`config.mk`:
```
export PLATFORM = sky130hd
export DESIGN_NAME = oivs_top
export DESIGN_NICKNAME = d
export VERILOG_FILES = /design/src/oivs_pkg.sv /design/src/oivs_sync_edge.sv /design/src/oivs_vsrc_sel.sv /design/src/oivs_top.sv
export VERILOG_INCLUDE_DIRS = /design/src
export SDC_FILE = /design/constraint.sdc
export NUM_CORES = 1
export LEC_CHECK = 0
export ABC_AREA = 1
export BUFFER_PORTS_ARGS = -buffer_cell sky130_fd_sc_hd__buf_2
export CORE_UTILIZATION = 52
export DETAILED_ROUTE_END_ITERATION = 8
export HOLD_SLACK_MARGIN = 0.1
export PLACE_DENSITY = 0.86
export SYNTH_ARGS = -nofsm -noshare
export SYNTH_HDL_FRONTEND = slang
export SYNTH_HIERARCHICAL = 1
export SYNTH_SLANG_ARGS = --single-unit
export TNS_END_PERCENT = 30
```
`constraint.sdc`:
```
create_clock -name core_clk -period 1.9 [get_ports core_clk]
set_input_delay 0.19 -clock core_clk [delete_from_list [all_inputs] [get_ports core_clk]]
set_output_delay 0.19 -clock core_clk [all_outputs]
set_load 0.02 [all_outputs]
```
`src/oivs_params.svh`:
```
`ifndef OIVS_PARAMS_SVH
`define OIVS_PARAMS_SVH

// status register bit positions
`define OIVS_ST_VBUS_VALID_BIT   1
`define OIVS_ST_SESS_VALID_BIT   2
`define OIVS_ST_SESS_END_BIT     3
`define OIVS_ST_ID_GND_BIT       4
`define OIVS_CK_ID_OPEN_BIT      0

// otg control bit positions
`define OIVS_OTG_ID_BIAS_BIT     0
`define OIVS_OTG_PULLDOWN_BIT    3
`define OIVS_OTG_PULLUP_BIT      4

// edge enable register bit positions (comparator index)
`define OIVS_CMP_VBUS_VALID      0
`define OIVS_CMP_SESS_VALID      1
`define OIVS_CMP_SESS_END        2
`define OIVS_CMP_ID_GND          3
`define OIVS_CMP_ID_OPEN         4
`define OIVS_NUM_CMP             5

// reset values and warm-up done count
`define OIVS_OTG_CTRL_RST        8'h00
`define OIVS_EDGE_EN_RST         5'h00
`define OIVS_EXT_IND_RST         1'b0
`define OIVS_SYNC_RST            1'b0
`define OIVS_WARM_RST            2'h0
`define OIVS_WARM_DONE           2'h3

`endif

```
`src/oivs_pkg.sv`:
```
package oivs_pkg;
  typedef logic [7:0] oivs_reg8_t;
  typedef logic [4:0] oivs_cmp_t;
  typedef enum logic [1:0]
  {
    OIVS_SRC_COMPARATOR,
    OIVS_SRC_FIXED_ONE,
    OIVS_SRC_FIXED_ZERO
  } oivs_vsrc_e;
endpackage

```
`src/oivs_sync_edge.sv`:
```
`include "oivs_params.svh"

module oivs_sync_edge
(
  // clock and reset
  input  wire logic core_clk,
  input  wire logic reset,
  // raw comparator output
  input  wire logic async_in,
  // synchronised level and edges
  output logic      level,
  output logic      rise,
  output logic      fall
);
  logic       meta_r;
  logic       sync_r;
  logic       prev_r;
  logic [1:0] warm_r;
  logic       warm_ok;

  always_ff @(posedge core_clk or posedge reset)
  begin
    if (reset)
    begin
      meta_r <= `OIVS_SYNC_RST;
      sync_r <= `OIVS_SYNC_RST;
    end
    else
    begin
      meta_r <= async_in;
      sync_r <= meta_r;
    end
  end

  always_ff @(posedge core_clk or posedge reset)
  begin
    if (reset)
      prev_r <= `OIVS_SYNC_RST;
    else
      prev_r <= sync_r;
  end

  // no edges until the pipeline holds real samples: a comparator
  // already high at reset must not look like a fresh rise
  always_ff @(posedge core_clk or posedge reset)
  begin
    if (reset)
      warm_r <= `OIVS_WARM_RST;
    else if (warm_r != `OIVS_WARM_DONE)
      warm_r <= warm_r + 2'h1;
  end

  // one edge per transition
  // level moves with the edge so an rx command carries the new state
  assign warm_ok = (warm_r == `OIVS_WARM_DONE);
  assign level   = sync_r;
  assign rise    = sync_r & ~prev_r & warm_ok;
  assign fall    = ~sync_r & prev_r & warm_ok;
endmodule // oivs_sync_edge

```
`src/oivs_vsrc_sel.sv`:
```
`include "oivs_params.svh"

module oivs_vsrc_sel
  import oivs_pkg::*;
(
  // selection controls
  input  wire logic use_ext_ind,
  input  wire logic ind_pass_thru,
  input  wire logic ind_complement,
  // comparator level
  input  wire logic vbus_cmp,
  // chosen source and value
  output oivs_vsrc_e src,
  output logic       vbus_rx
);
  // external indicator is tied high inside the device
  localparam logic EXT_IND = 1'b1;

  always_comb
  begin
    if (!use_ext_ind)
      src = OIVS_SRC_COMPARATOR;
    else if (ind_complement)
      src = OIVS_SRC_FIXED_ZERO;
    else if (ind_pass_thru)
      src = OIVS_SRC_FIXED_ONE;
    else
      src = OIVS_SRC_COMPARATOR;
  end

  always_comb
  begin
    case (src)
      OIVS_SRC_COMPARATOR: vbus_rx = vbus_cmp;
      OIVS_SRC_FIXED_ONE:  vbus_rx = EXT_IND;
      OIVS_SRC_FIXED_ZERO: vbus_rx = 1'b0;
      default:             vbus_rx = 1'b0;
    endcase
  end
endmodule // oivs_vsrc_sel

```
`src/oivs_top.sv`:
```
`include "oivs_params.svh"

module oivs_top
  import oivs_pkg::*;
(
  // clock and reset
  input  wire logic core_clk,
  input  wire logic reset,
  // analog comparator outputs
  input  wire logic cmp_id_grounded,
  input  wire logic cmp_id_open,
  input  wire logic cmp_session_end,
  input  wire logic cmp_session_valid,
  input  wire logic cmp_vbus_valid,
  // control from the link
  input  wire logic id_bias_resistor_enable,
  input  wire logic vbus_pulldown_enable,
  input  wire logic vbus_pullup_enable,
  input  wire logic [4:0] rise_irq_en,
  input  wire logic [4:0] fall_irq_en,
  input  wire logic external_vbus_ind_select,
  input  wire logic ind_pass_thru,
  input  wire logic ind_complement,
  // analog switch controls
  output logic      id_pullup_on,
  output logic      vbus_pulldown_on,
  output logic      vbus_pullup_on,
  // status views
  output logic [7:0] usb_irq_status,
  output logic [7:0] carkit_irq_status,
  output logic [7:0] otg_control,
  output logic       id_grounded_flag,
  output logic       id_open_flag,
  output logic       session_end_flag,
  output logic       session_valid_flag,
  output logic       vbus_valid_flag,
  // receive command toward the link
  output logic       rxcmd_req,
  output logic       rxcmd_alt_int,
  output logic       rxcmd_vbus_valid,
  output logic       rxcmd_sess_valid,
  output logic       rxcmd_sess_end,
  // interrupt event pulse
  output logic       irq_event
);
  oivs_cmp_t  raw;
  oivs_cmp_t  lvl;
  oivs_cmp_t  rise;
  oivs_cmp_t  fall;
  oivs_cmp_t  cmp_on;
  oivs_cmp_t  irq_hit;
  logic       vbus_rx;
  logic       rx_any_nxt;
  logic       alt_nxt;
  logic       irq_nxt;
  logic [7:0] usb_st_nxt;
  logic [7:0] ck_st_nxt;
  logic [7:0] otg_nxt;

  assign raw[`OIVS_CMP_VBUS_VALID] = cmp_vbus_valid;
  assign raw[`OIVS_CMP_SESS_VALID] = cmp_session_valid;
  assign raw[`OIVS_CMP_SESS_END]   = cmp_session_end;
  assign raw[`OIVS_CMP_ID_GND]     = cmp_id_grounded;
  assign raw[`OIVS_CMP_ID_OPEN]    = cmp_id_open;

  genvar g;
  generate
    for (g = 0; g < `OIVS_NUM_CMP; g++)
    begin : g_cmp
      oivs_sync_edge u_sync
      (
        .core_clk (core_clk),
        .reset    (reset),
        .async_in (raw[g]),
        .level    (lvl[g]),
        .rise     (rise[g]),
        .fall     (fall[g])
      );
    end
  endgenerate

  oivs_vsrc_sel u_vsrc
  (
    .use_ext_ind    (external_vbus_ind_select),
    .ind_pass_thru  (ind_pass_thru),
    .ind_complement (ind_complement),
    .vbus_cmp       (lvl[`OIVS_CMP_VBUS_VALID]),
    .src            (),
    .vbus_rx        (vbus_rx)
  );

  // comparator counts as disabled with both enables clear
  assign cmp_on = rise_irq_en | fall_irq_en;
  assign irq_hit = (rise & rise_irq_en) | (fall & fall_irq_en);

  always_comb
  begin
    usb_st_nxt = 8'h00;
    usb_st_nxt[`OIVS_ST_VBUS_VALID_BIT] =
      lvl[`OIVS_CMP_VBUS_VALID] & cmp_on[`OIVS_CMP_VBUS_VALID];
    usb_st_nxt[`OIVS_ST_SESS_VALID_BIT] = lvl[`OIVS_CMP_SESS_VALID];
    usb_st_nxt[`OIVS_ST_SESS_END_BIT] =
      lvl[`OIVS_CMP_SESS_END] & cmp_on[`OIVS_CMP_SESS_END];
    usb_st_nxt[`OIVS_ST_ID_GND_BIT] = lvl[`OIVS_CMP_ID_GND];
  end

  always_comb
  begin
    ck_st_nxt = 8'h00;
    ck_st_nxt[`OIVS_CK_ID_OPEN_BIT] = lvl[`OIVS_CMP_ID_OPEN];
  end

  always_comb
  begin
    otg_nxt = 8'h00;
    otg_nxt[`OIVS_OTG_ID_BIAS_BIT] = id_bias_resistor_enable;
    otg_nxt[`OIVS_OTG_PULLDOWN_BIT] = vbus_pulldown_enable;
    otg_nxt[`OIVS_OTG_PULLUP_BIT] = vbus_pullup_enable;
  end

  // session valid change always commands; others when enabled
  assign rx_any_nxt = rise[`OIVS_CMP_SESS_VALID]
                    | fall[`OIVS_CMP_SESS_VALID]
                    | (|irq_hit);
  assign alt_nxt = irq_hit[`OIVS_CMP_ID_OPEN];
  assign irq_nxt = |irq_hit;

  always_ff @(posedge core_clk or posedge reset)
  begin
    if (reset)
    begin
      usb_irq_status    <= 8'h00;
      carkit_irq_status <= 8'h00;
    end
    else
    begin
      usb_irq_status    <= usb_st_nxt;
      carkit_irq_status <= ck_st_nxt;
    end
  end

  always_ff @(posedge core_clk or posedge reset)
  begin
    if (reset)
    begin
      otg_control      <= `OIVS_OTG_CTRL_RST;
      id_pullup_on     <= 1'b0;
      vbus_pulldown_on <= 1'b0;
      vbus_pullup_on   <= 1'b0;
    end
    else
    begin
      otg_control      <= otg_nxt;
      id_pullup_on     <= id_bias_resistor_enable;
      vbus_pulldown_on <= vbus_pulldown_enable;
      vbus_pullup_on   <= vbus_pullup_enable;
    end
  end

  always_ff @(posedge core_clk or posedge reset)
  begin
    if (reset)
    begin
      rxcmd_req        <= 1'b0;
      rxcmd_alt_int    <= 1'b0;
      rxcmd_vbus_valid <= 1'b0;
      rxcmd_sess_valid <= 1'b0;
      rxcmd_sess_end   <= 1'b0;
      irq_event        <= 1'b0;
    end
    else
    begin
      rxcmd_req        <= rx_any_nxt;
      rxcmd_alt_int    <= alt_nxt;
      rxcmd_vbus_valid <= vbus_rx;
      rxcmd_sess_valid <= lvl[`OIVS_CMP_SESS_VALID];
      rxcmd_sess_end   <= usb_st_nxt[`OIVS_ST_SESS_END_BIT];
      irq_event        <= irq_nxt;
    end
  end

  assign id_grounded_flag   = usb_irq_status[`OIVS_ST_ID_GND_BIT];
  assign id_open_flag       = carkit_irq_status[`OIVS_CK_ID_OPEN_BIT];
  assign session_end_flag   = usb_irq_status[`OIVS_ST_SESS_END_BIT];
  assign session_valid_flag = usb_irq_status[`OIVS_ST_SESS_VALID_BIT];
  assign vbus_valid_flag    = usb_irq_status[`OIVS_ST_VBUS_VALID_BIT];
endmodule // oivs_top

```
After elaboration in Yosys (flattened, before gate mapping)
Index checks and enable logic that the tools add are counted.

cells by class
  eq/ne operators = 11
  reductions and logical operators = 2
  $add $sub $neg = 5
  bitwise operators = 38
  mux-type cells = 4

operator list
  cell                 count
  $and 1x1->1          22
  $add 2x1->2 const B  5
  $and 5x5->5          2
  $eq 2x2->1 const B   5
  $ne 2x2->1 const B   5
  $not 1->1            10
  $or 5x5->5           1
  $reduce_or 5->1      1
  $mux 2               2
  $or 3x3->3           1
  $eq 2x1->1 const B   1
  $logic_not 2->1      1
  $or 1x1->1           2
  $pmux 1 s2           1
  $mux 1               1

word-level totals
  output and inout port bits = 38
  input bits = 23
  register bits = 40

Logic depth before layout (Yosys ltp)
Gate-level depths: netlist (run 1).

  word-level depth = 7
  mapped depth = 7

Cells and area by module
Netlist (run 1), hierarchy kept.

by module, submodules not included
  module          sequential area each (µm²)  area an instance (µm²)  cells an instance  instances
  oivs_sync_edge  125.1                       198.9                   20                 5
  oivs_top        300.3                       605.6                   63                 1
  oivs_vsrc_sel   0.0                         30.0                    8                  1

Worst setup path after synthesis (run 1)
No wires, ideal clock.

  path kind = register to register
  start = register g_cmp[3].u_sync.warm_r[0]
  end = register rxcmd_req
  path slack = 793 ps
  stages on the path, launching flop included = 8
  clock period less this slack = 1107 ps
  arrival time = 976 ps
  required time = 1769 ps
  cell sequence = dfrtp_1 ha_1 nand2_1 nor2_1 nand2_1 nand2_1 nor2_2 nand4_1

on the way
  word-level cells in the longest chain between the ends = 6
  elaborated cells on any way between the ends = 8

RTL lines
  item                         line                  text
  from (decl)                  oivs_sync_edge.sv:18  logic [1:0] warm_r;
  from (signal assigned)       oivs_sync_edge.sv:48  warm_r <= `OIVS_WARM_RST;
  from (signal assigned)       oivs_sync_edge.sv:50  warm_r <= warm_r + 2'h1;
  $eq 2x2->1 (no source line)  -
  $and 1x1->1                  oivs_sync_edge.sv:58  assign fall = ~sync_r & prev_r & warm_ok;
  named net fall[3]            oivs_top.sv:49        oivs_cmp_t fall;
  $and 5x5->5                  oivs_top.sv:94        assign irq_hit = (rise & rise_irq_en) | (fall & fall_irq_en);
  $or 5x5->5                   oivs_top.sv:94
  $reduce_or 5->1              oivs_top.sv:124       | (|irq_hit);
  $or 1x1->1                   oivs_top.sv:122       assign rx_any_nxt = rise[`OIVS_CMP_SESS_VALID]
  named net rx_any_nxt         oivs_top.sv:53        logic rx_any_nxt;
  to (signal assigned)         oivs_top.sv:173       rxcmd_req <= rx_any_nxt;
  to (decl)                    oivs_top.sv:38        output logic rxcmd_req,

The timed path passes the listed nets, and every way through them passes these cells.
A chain may end at the register's enable or synchronous reset.

Worst setup path in the final report (run 1)
  start = input fall_irq_en[2]
  end = register usb_irq_status[3]

on the way
  word-level cells in the longest chain between the ends = 2

RTL lines
  item                     line             text
  from (decl)              oivs_top.sv:20   input wire logic [4:0] fall_irq_en,
  $or 3x3->3               oivs_top.sv:93   assign cmp_on = rise_irq_en | fall_irq_en;
  $and 1x1->1              oivs_top.sv:103  lvl[`OIVS_CMP_SESS_END] & cmp_on[`OIVS_CMP_SESS_END];
  named net usb_st_nxt[3]  oivs_top.sv:56   logic [7:0] usb_st_nxt;
  to (signal assigned)     oivs_top.sv:137  usb_irq_status <= usb_st_nxt;
  to (decl)                oivs_top.sv:29   output logic [7:0] usb_irq_status,

The timed path passes the listed nets, and every way through them passes these cells.

==> results of run 1 <==
==> critical path: cells and delay by family <==
kind,cells,cell delay [ns]
AOI/OAI and AO/OA,1,0.15
buffers and inverters,3,1.21
==> power breakdown <==
part / total [uW] / internal, uW / switching (uW)
Sequential: 835 / 819 / 15.7
Combinational: 193 / 71.7 / 121
Clock: 401 / 175 / 226
==> registers in the layout, indices dropped and copies added (netlist names) <==
register and cells:
rxcmd_req 1, irq_event 1, g_cmp.u_sync/meta_r 5, g_cmp.u_sync/warm_r 10, otg_control 3, g_cmp.u_sync/level 5, g_cmp.u_sync/prev_r 5, carkit_irq_status 1
usb_irq_status 4, rxcmd_alt_int 1, rxcmd_vbus_valid 1
==> per-layer routing <==
metal  part of all wire, %  GRT usage (%)
met1                    42           18.9
met2                    51           32.2
met3                   6.4           5.13
met4                   1.1           9.18
met5                     0              0
==> area by class of cell <==
class / instances / area share [%]
well taps: 31 / 1.98
inverters: 19 / 3.64
multi-input cells: 102 / 24.9
flip-flops and latches: 37 / 47.3
clock buffers: 7 / 2.81
repair buffers: 60 / 19.4
==> through the flow <==
step	total power, uW	hold WS [ns]	instance area (um^2)	std cells
2_1_floorplan	996	-0.0315	1680	184
3_3_place_gp	1010	0.149	1740	233
3_5_place_dp	1020	0.152	1740	233
4_1_cts	1440	0.108	1960	256
5_1_grt	1510	0.139	1960	256
6_report	1430	0.121	1960	256
==> cell usage in the layout, fill, tap and decap left out <==
master,instances
nand2_1,59
buf_2,44
dfrtp_1,37
inv_1,19
conb_1,16
dlygate4sd3_1,16
nor2_1,11
ha_1,10
clkbuf_4,5
nor2_2,2
o21a_1,2
nand3_1,1
nand4_1,1
clkbuf_1,1
clkbuf_8,1
==> how the worst max path moves through the flow <==
| stage | from | endpoint | slack [ns] | cells past startpoint |
|---|---|---|---|---|
| 3_3_place_gp | g_cmp[1].u_sync/warm_r[0]$_DFFE_PP0P_ | rxcmd_req$_DFF_PP0_ | 0.75 | 7 |
| 4_1_cts | fall_irq_en[2] | usb_irq_status[3]$_DFF_PP0_ | 0.58 | 4 |
| 2_1_floorplan | g_cmp[3].u_sync/warm_r[0]$_DFFE_PP0P_ | rxcmd_req$_DFF_PP0_ | 0.79 | 7 |
| 5_1_grt | fall_irq_en[2] | usb_irq_status[3]$_DFF_PP0_ | 0.55 | 4 |
| 3_5_place_dp | g_cmp[1].u_sync/warm_r[0]$_DFFE_PP0P_ | rxcmd_req$_DFF_PP0_ | 0.69 | 7 |
| 6_report | fall_irq_en[2] | usb_irq_status[3]$_DFF_PP0_ | 0.56 | 4 |
==> what timing repair did <==
item	CTS	global route
hold endpoints to repair	49	0
resized for setup	0	0
hold buffers	16	0
==> results.md, run 1 <==
* Reg2reg end: rxcmd_req$_DFF_PP0_
* RSZ-0062 raised after global routing: false
* Max FO, Critical Path at 2
* CTS tree: done
* Fin util at between 60% and 70%
* WL/cell at 10.3 um
* IO buf count at between 40 and 50
* Pwr dens at 730 nW/um^2
* CTS root buffer: clkbuf_4
* Average size of a mapped cell at 9.60 um^2
* Grt total ovfl at 0
* DRC violations left at 8
* Number of max-cap violations at 0
* Share of layout cells above drive strength 1 at 23.1%
* Vias in the first global route at ~1100
* Initial drt markers at 32
* IO Pins at 61
* Flop-to-flop setup slack at 0.68 ns
* Mapped Cells at roughly 170
* Place WS at 0.694 ns
* Chip Height at between 50 and 60 um
* Multi-input gate area at 487 um^2
* HP Class: in2reg
* Layout Area Growth over Synthesis at 20.7%
* Post-Syn Area at 1620 um^2
* Required time of the critical path at 2.11 ns
* Die area at 3350 um^2
* Longest Clk Path Bufs at 2
* CP max stage cell: dlygate4sd3_1
* Overall routing resource usage at around 18%
* YS warnings at 6
* Hold depth at 3
* Final Critical Period at between 1 and 1.5 ns
* Initial antenna violation count at 0
* Setup_tns at 0 ns
* Worst setup EP type: register
* CTS sink count at 37
* Worst r2r src: g_cmp[1].u_sync/warm_r[0]$_DFFE_PP0P_
* Most used cell, CP: dlygate4sd3_1
* Final Hold Viols at 0
* Failing checks: design-rule violations
* Dpl hpwl at 1850 um
* Final setup violation count at 0
* Final Max Slew Viols at 0
* Pre-antenna DRT Iters at 7
* Crit Path Category: in2reg
* Num CTS Buffers at 5
* N_diodes at 0
* Min setup slack post-route at 0.563 ns
* Final WL at between 2000 and 3000 um
* Worst Skew at 0.00386 ns
* Hold EP: rxcmd_alt_int$_DFF_PP0_
* Filler instances at between 200 and 250
* DIE WIDTH at 57.9 um
* Clock Pin Slew Worst Setup and Hold Paths at 0.09 ns
* Crit path cell chain: dlygate4sd3_1 > buf_2 > o21a_1 > dlygate4sd3_1
* Fmax at 0.748 GHz
* Post-DRT Antenna Nets at 0
* WP data arrival at between 1.5 and 2 ns
* Initial core utilization at 56.9%
* Clk_lat worst skew at ~0.33 ns
* Hold_sp: rise_irq_en[4]
* Worst VDD drop at 470 uV
* H-tree depth at 2
* Final #Nets at around 260
* GPL Wtd Cong at between 0.6 and 0.7
* Total number of vias at between 1000 and 1500
* Leak at 0.00115 uW
* Final Cycle Share at 70.4%
* CP peak stage delay at 0.55 ns
* Status: finished, violations left
* First-pass GRT wire length at 4360 um
* FF+latch area at just over 900 um^2
* Setup bufs post-CTS at 0
* Routed via count divided by cell count at 4.38
* Row count at 19
* Largest net degree at the start of global routing at 13
* R2R depth at 7
* Core region area at 2850 um^2
* Critical Path Source Type: primary input
Note: power is estimated with default switching activity, not from simulation.
==> run 2, diff against run 1 <==
--- a/config.mk
+++ b/config.mk
@@ -6,12 +6,12 @@
 export SDC_FILE = /design/constraint.sdc
 export NUM_CORES = 1
 export LEC_CHECK = 0
-export ABC_AREA = 1
+export ABC_AREA = 0
 export BUFFER_PORTS_ARGS = -buffer_cell sky130_fd_sc_hd__buf_2
-export CORE_UTILIZATION = 52
+export CORE_UTILIZATION = 43
 export DETAILED_ROUTE_END_ITERATION = 8
 export HOLD_SLACK_MARGIN = 0.1
-export PLACE_DENSITY = 0.86
+export PLACE_DENSITY = 0.77
 export SYNTH_ARGS = -nofsm -noshare
 export SYNTH_HDL_FRONTEND = slang
 export SYNTH_HIERARCHICAL = 1
==> constraint.sdc (replaced) <==
create_clock -name core_clk -period 1.1 [get_ports core_clk]
set_input_delay 0.11 -clock core_clk [delete_from_list [all_inputs] [get_ports core_clk]]
set_output_delay 0.11 -clock core_clk [all_outputs]
set_load 0.02 [all_outputs]
==> run 2 against run 1 <==
Compared with the run above: the flow finishes with violations (negative setup slack); combinational power up 78%; cell area is 9.3% higher; global-route usage down 1.4 points; via count is 11% lower; synthesized area fell by 3.2%; final cell count down 8.2%; power is 70% higher; first-iteration DRC count down 66%; sequential share of layout area is 4.0 points lower; critical path type is now reg2reg.
==> results.md, run 2 <==
* Status: finished, violations left
* Failing checks: negative setup slack
* Most frequent cells in the layout: buf_2, dfrtp_1, dlygate4sd3_1
* HP Class: in2reg
* Crit Path Category: reg2reg
* Initial drt markers at 11 (-66%)
* DRC violations left at 0 (-8)
* CTS sink count at 37 (unchanged)
* Min setup slack post-route at -0.557 ns (-1.12 ns)
* WL/cell at 11.8 um (+15%)
* Cts hold-fix bufs at 17 (+1)
* Grt total ovfl at 0 (unchanged)
* Worst setup EP type: register
* Top delay family on crit path: simple AND/OR/NAND/NOR gates
* Pwr dens at 1130 nW/um^2 (+55%)
* Average size of a mapped cell at 14.0 um^2 (+46%)
* DIE WIDTH at 62.5 um (+7.9%)
* H-tree depth at 2 (unchanged)
* Num CTS Buffers at 5 (unchanged)
* Crit path cell chain: ha_2 > and3b_1 > a222oi_1 > nand4b_1 > or3_1
* Initial core utilization at 46.0% (-11 points)
* Final #Nets at 221 (-14%)
* CTS root buffer: clkbuf_4
* Total number of vias at 1001 (-11%)
* Required time of the critical path at 1.31 ns (-0.80 ns)
* GRT busiest layer: met2
* CTS tree: done
* WP data arrival at 1.87 ns (+0.32 ns)
* Buf/Inv on CP at 0 (-3)
* RSZ-0062 raised after global routing: true
* Final Cycle Share at 151%
* Switching Fraction at 25.6% (+0.19 points)
* Worst r2r src: g_cmp[1].u_sync/warm_r[1]$_DFFE_PP0P_
* Routed via count divided by cell count at 4.26 (-2.6%)
* Max reg flops at 10 (unchanged)
* Worst Skew at 0.00552 ns (+0.00167 ns)
* Hold depth at 2 (-1)
* M2 GR Usage at 28.1% (-4.1 points)
* Final Hold Viols at 0 (unchanged)
* Fmax at 0.603 GHz
* Share of layout cells above drive strength 1 at 45.0% (+22 points)
* Number of max-cap violations at 0 (unchanged)
* Place WS at -0.544 ns (-1.24 ns)
* Final WL at 2770 um (+5.4%)
* YS warnings at 6 (unchanged)
* CP peak stage delay at 0.40 ns (-0.15 ns)
* Placed cell count at 209 (-10%)
* GPL Wtd Cong at 0.781 (+15%)
* CP max stage cell: dfrtp_1
* Chip Height at 62.5 um (+7.9%)
* Flop-to-flop setup slack at -0.56 ns (-1.24 ns)
* Hold EP: rxcmd_alt_int$_DFF_PP0_
* Clock power frac at 26.3% (-1.8 points)
* R2R depth at 5 (-2)
* Biggest register: g_cmp.u_sync/warm_r
* Final Max Slew Viols at 0 (unchanged)
* Initial antenna violation count at 0 (unchanged)
* Max FO, Critical Path at 2 (unchanged)
* Mapped Cells at 112 (-34%)
* Most common cell after layout, fill and taps aside: buf_2
* N_diodes at 0 (unchanged)
* Dpl hpwl at 2020 um (+9.2%)
* Final setup violation count at 9 (+9)
* Die area at 3900 um^2 (+16%)
* Logic gate share of total power at 14.2% (+0.7 points)
* Overall power at 2420 uW (+70%)
* Core region area at 3420 um^2 (+20%)
* Reg2reg end: rxcmd_req$_DFF_PP0_
* Met1 GRT Util at 18.2% (-0.72 points)
* Vias in the first global route at 1122 (+3.9%)
* Post-Syn Area at 1570 um^2 (-3.2%)
* P_sw at 621 uW (+71%)
* Leak at 0.00108 uW (-5.9%)
* Post-DRT Antenna Nets at 0 (unchanged)
* Layout Area Growth over Synthesis at 36.2%
* Fin cells at 235 (-8.2%)
* Hold_sp: fall_irq_en[4]
* Flop pwr share at 59.4% (+1.0 points)
* Longest Clk Path Bufs at 2 (unchanged)
* First-pass GRT wire length at 4860 um (+12%)
* Worst VDD drop at 648 uV (+38%)
* IO Pins at 61 (unchanged)
* GR met3 Demand/Resource at 6.20% (+1.1 points)
* Clock Pin Slew Worst Setup and Hold Paths at 0.10 ns (about the same)
* P_int at 1800 uW (+69%)
* IO buf count at 44 (unchanged)
* Largest net degree at the start of global routing at 13 (unchanged)
* Overall routing resource usage at 16.5% (-1.4 points)
* Final Critical Period at 1.66 ns
* Pre-antenna DRT Iters at 4 (-3)
* Critical Path Source Type: register
* Row count at 21 (+2)
* Clk_lat worst skew at 0.32 ns (about the same)
-- run 2: worst reg2reg max path, stage by stage, from the launching register on --
cell and delay [ns]:
dfrtp_1 0.40, ha_2 0.19, and3b_1 0.19, a222oi_1 0.31
nand4b_1 0.15, or3_1 0.31
-- run 2: how the worst max path moves through the flow --
stage / slack (ns) / end / cells past startpoint / from
2_1_floorplan: -0.48 / rxcmd_req$_DFF_PP0_ / 5 / g_cmp[1].u_sync/warm_r[0]$_DFFE_PP0P_
3_3_place_gp: -0.51 / rxcmd_req$_DFF_PP0_ / 5 / g_cmp[1].u_sync/warm_r[1]$_DFFE_PP0P_
3_5_place_dp: -0.54 / rxcmd_req$_DFF_PP0_ / 5 / g_cmp[1].u_sync/warm_r[1]$_DFFE_PP0P_
4_1_cts: -0.55 / rxcmd_req$_DFF_PP0_ / 5 / g_cmp[1].u_sync/warm_r[1]$_DFFE_PP0P_
5_1_grt: -0.72 / rxcmd_req$_DFF_PP0_ / 5 / g_cmp[1].u_sync/warm_r[1]$_DFFE_PP0P_
6_report: -0.56 / rxcmd_req$_DFF_PP0_ / 5 / g_cmp[1].u_sync/warm_r[1]$_DFFE_PP0P_
-- run 2: power by group through the flow --
stage          logic, uW  clock network (uW)  registers, uW
2_1_floorplan        213                   0           1500
3_3_place_gp         295                   0           1460
3_5_place_dp         298                   0           1470
4_1_cts              344                 672           1440
5_1_grt              373                 744           1450
6_report             344                 638           1440
-- run 2: metrics by stage --
step | cell area [um^2] | util (%) | TNS [ns] | hold WS, ns
global placement | 1850 | 54.1 | -1.16 | 0.0622
global route | 2140 | 62.7 | -1.77 | 0.0308
floorplan | 1630 | - | -0.836 | -0.111
finish | 2140 | 62.7 | -1.25 | 0.0494
detailed placement | 1850 | 54.1 | -1.45 | 0.0724
CTS | 2110 | 61.9 | -1.29 | 0.0310
-- run 2: routing by layer --
layer	up-vias	share of wire, %
li1	477	-
met1	474	40
met2	46	53
met3	4	6.0
met4	0	1.4
met5	-	0
-- run 2: layout make-up --
class,count,area [um^2]
clock buffer,6,41.3
multi-input combinational,58,532
inverter,6,22.5
tap,46,57.6
clock inverter,2,10.0
sequential,37,926
timing repair buffer,80,552
fill,248,1270
-- run 2: repair_timing --
| item | in CTS | in global routing |
|---|---|---|
| resized for setup | 8 | 3 |
| buffers inserted | 0 | 2 |
| hold endpoints to repair | 50 | 1 |
| pin swaps | 3 | 0 |
| endpoints found under the setup margin | 12 | 10 |
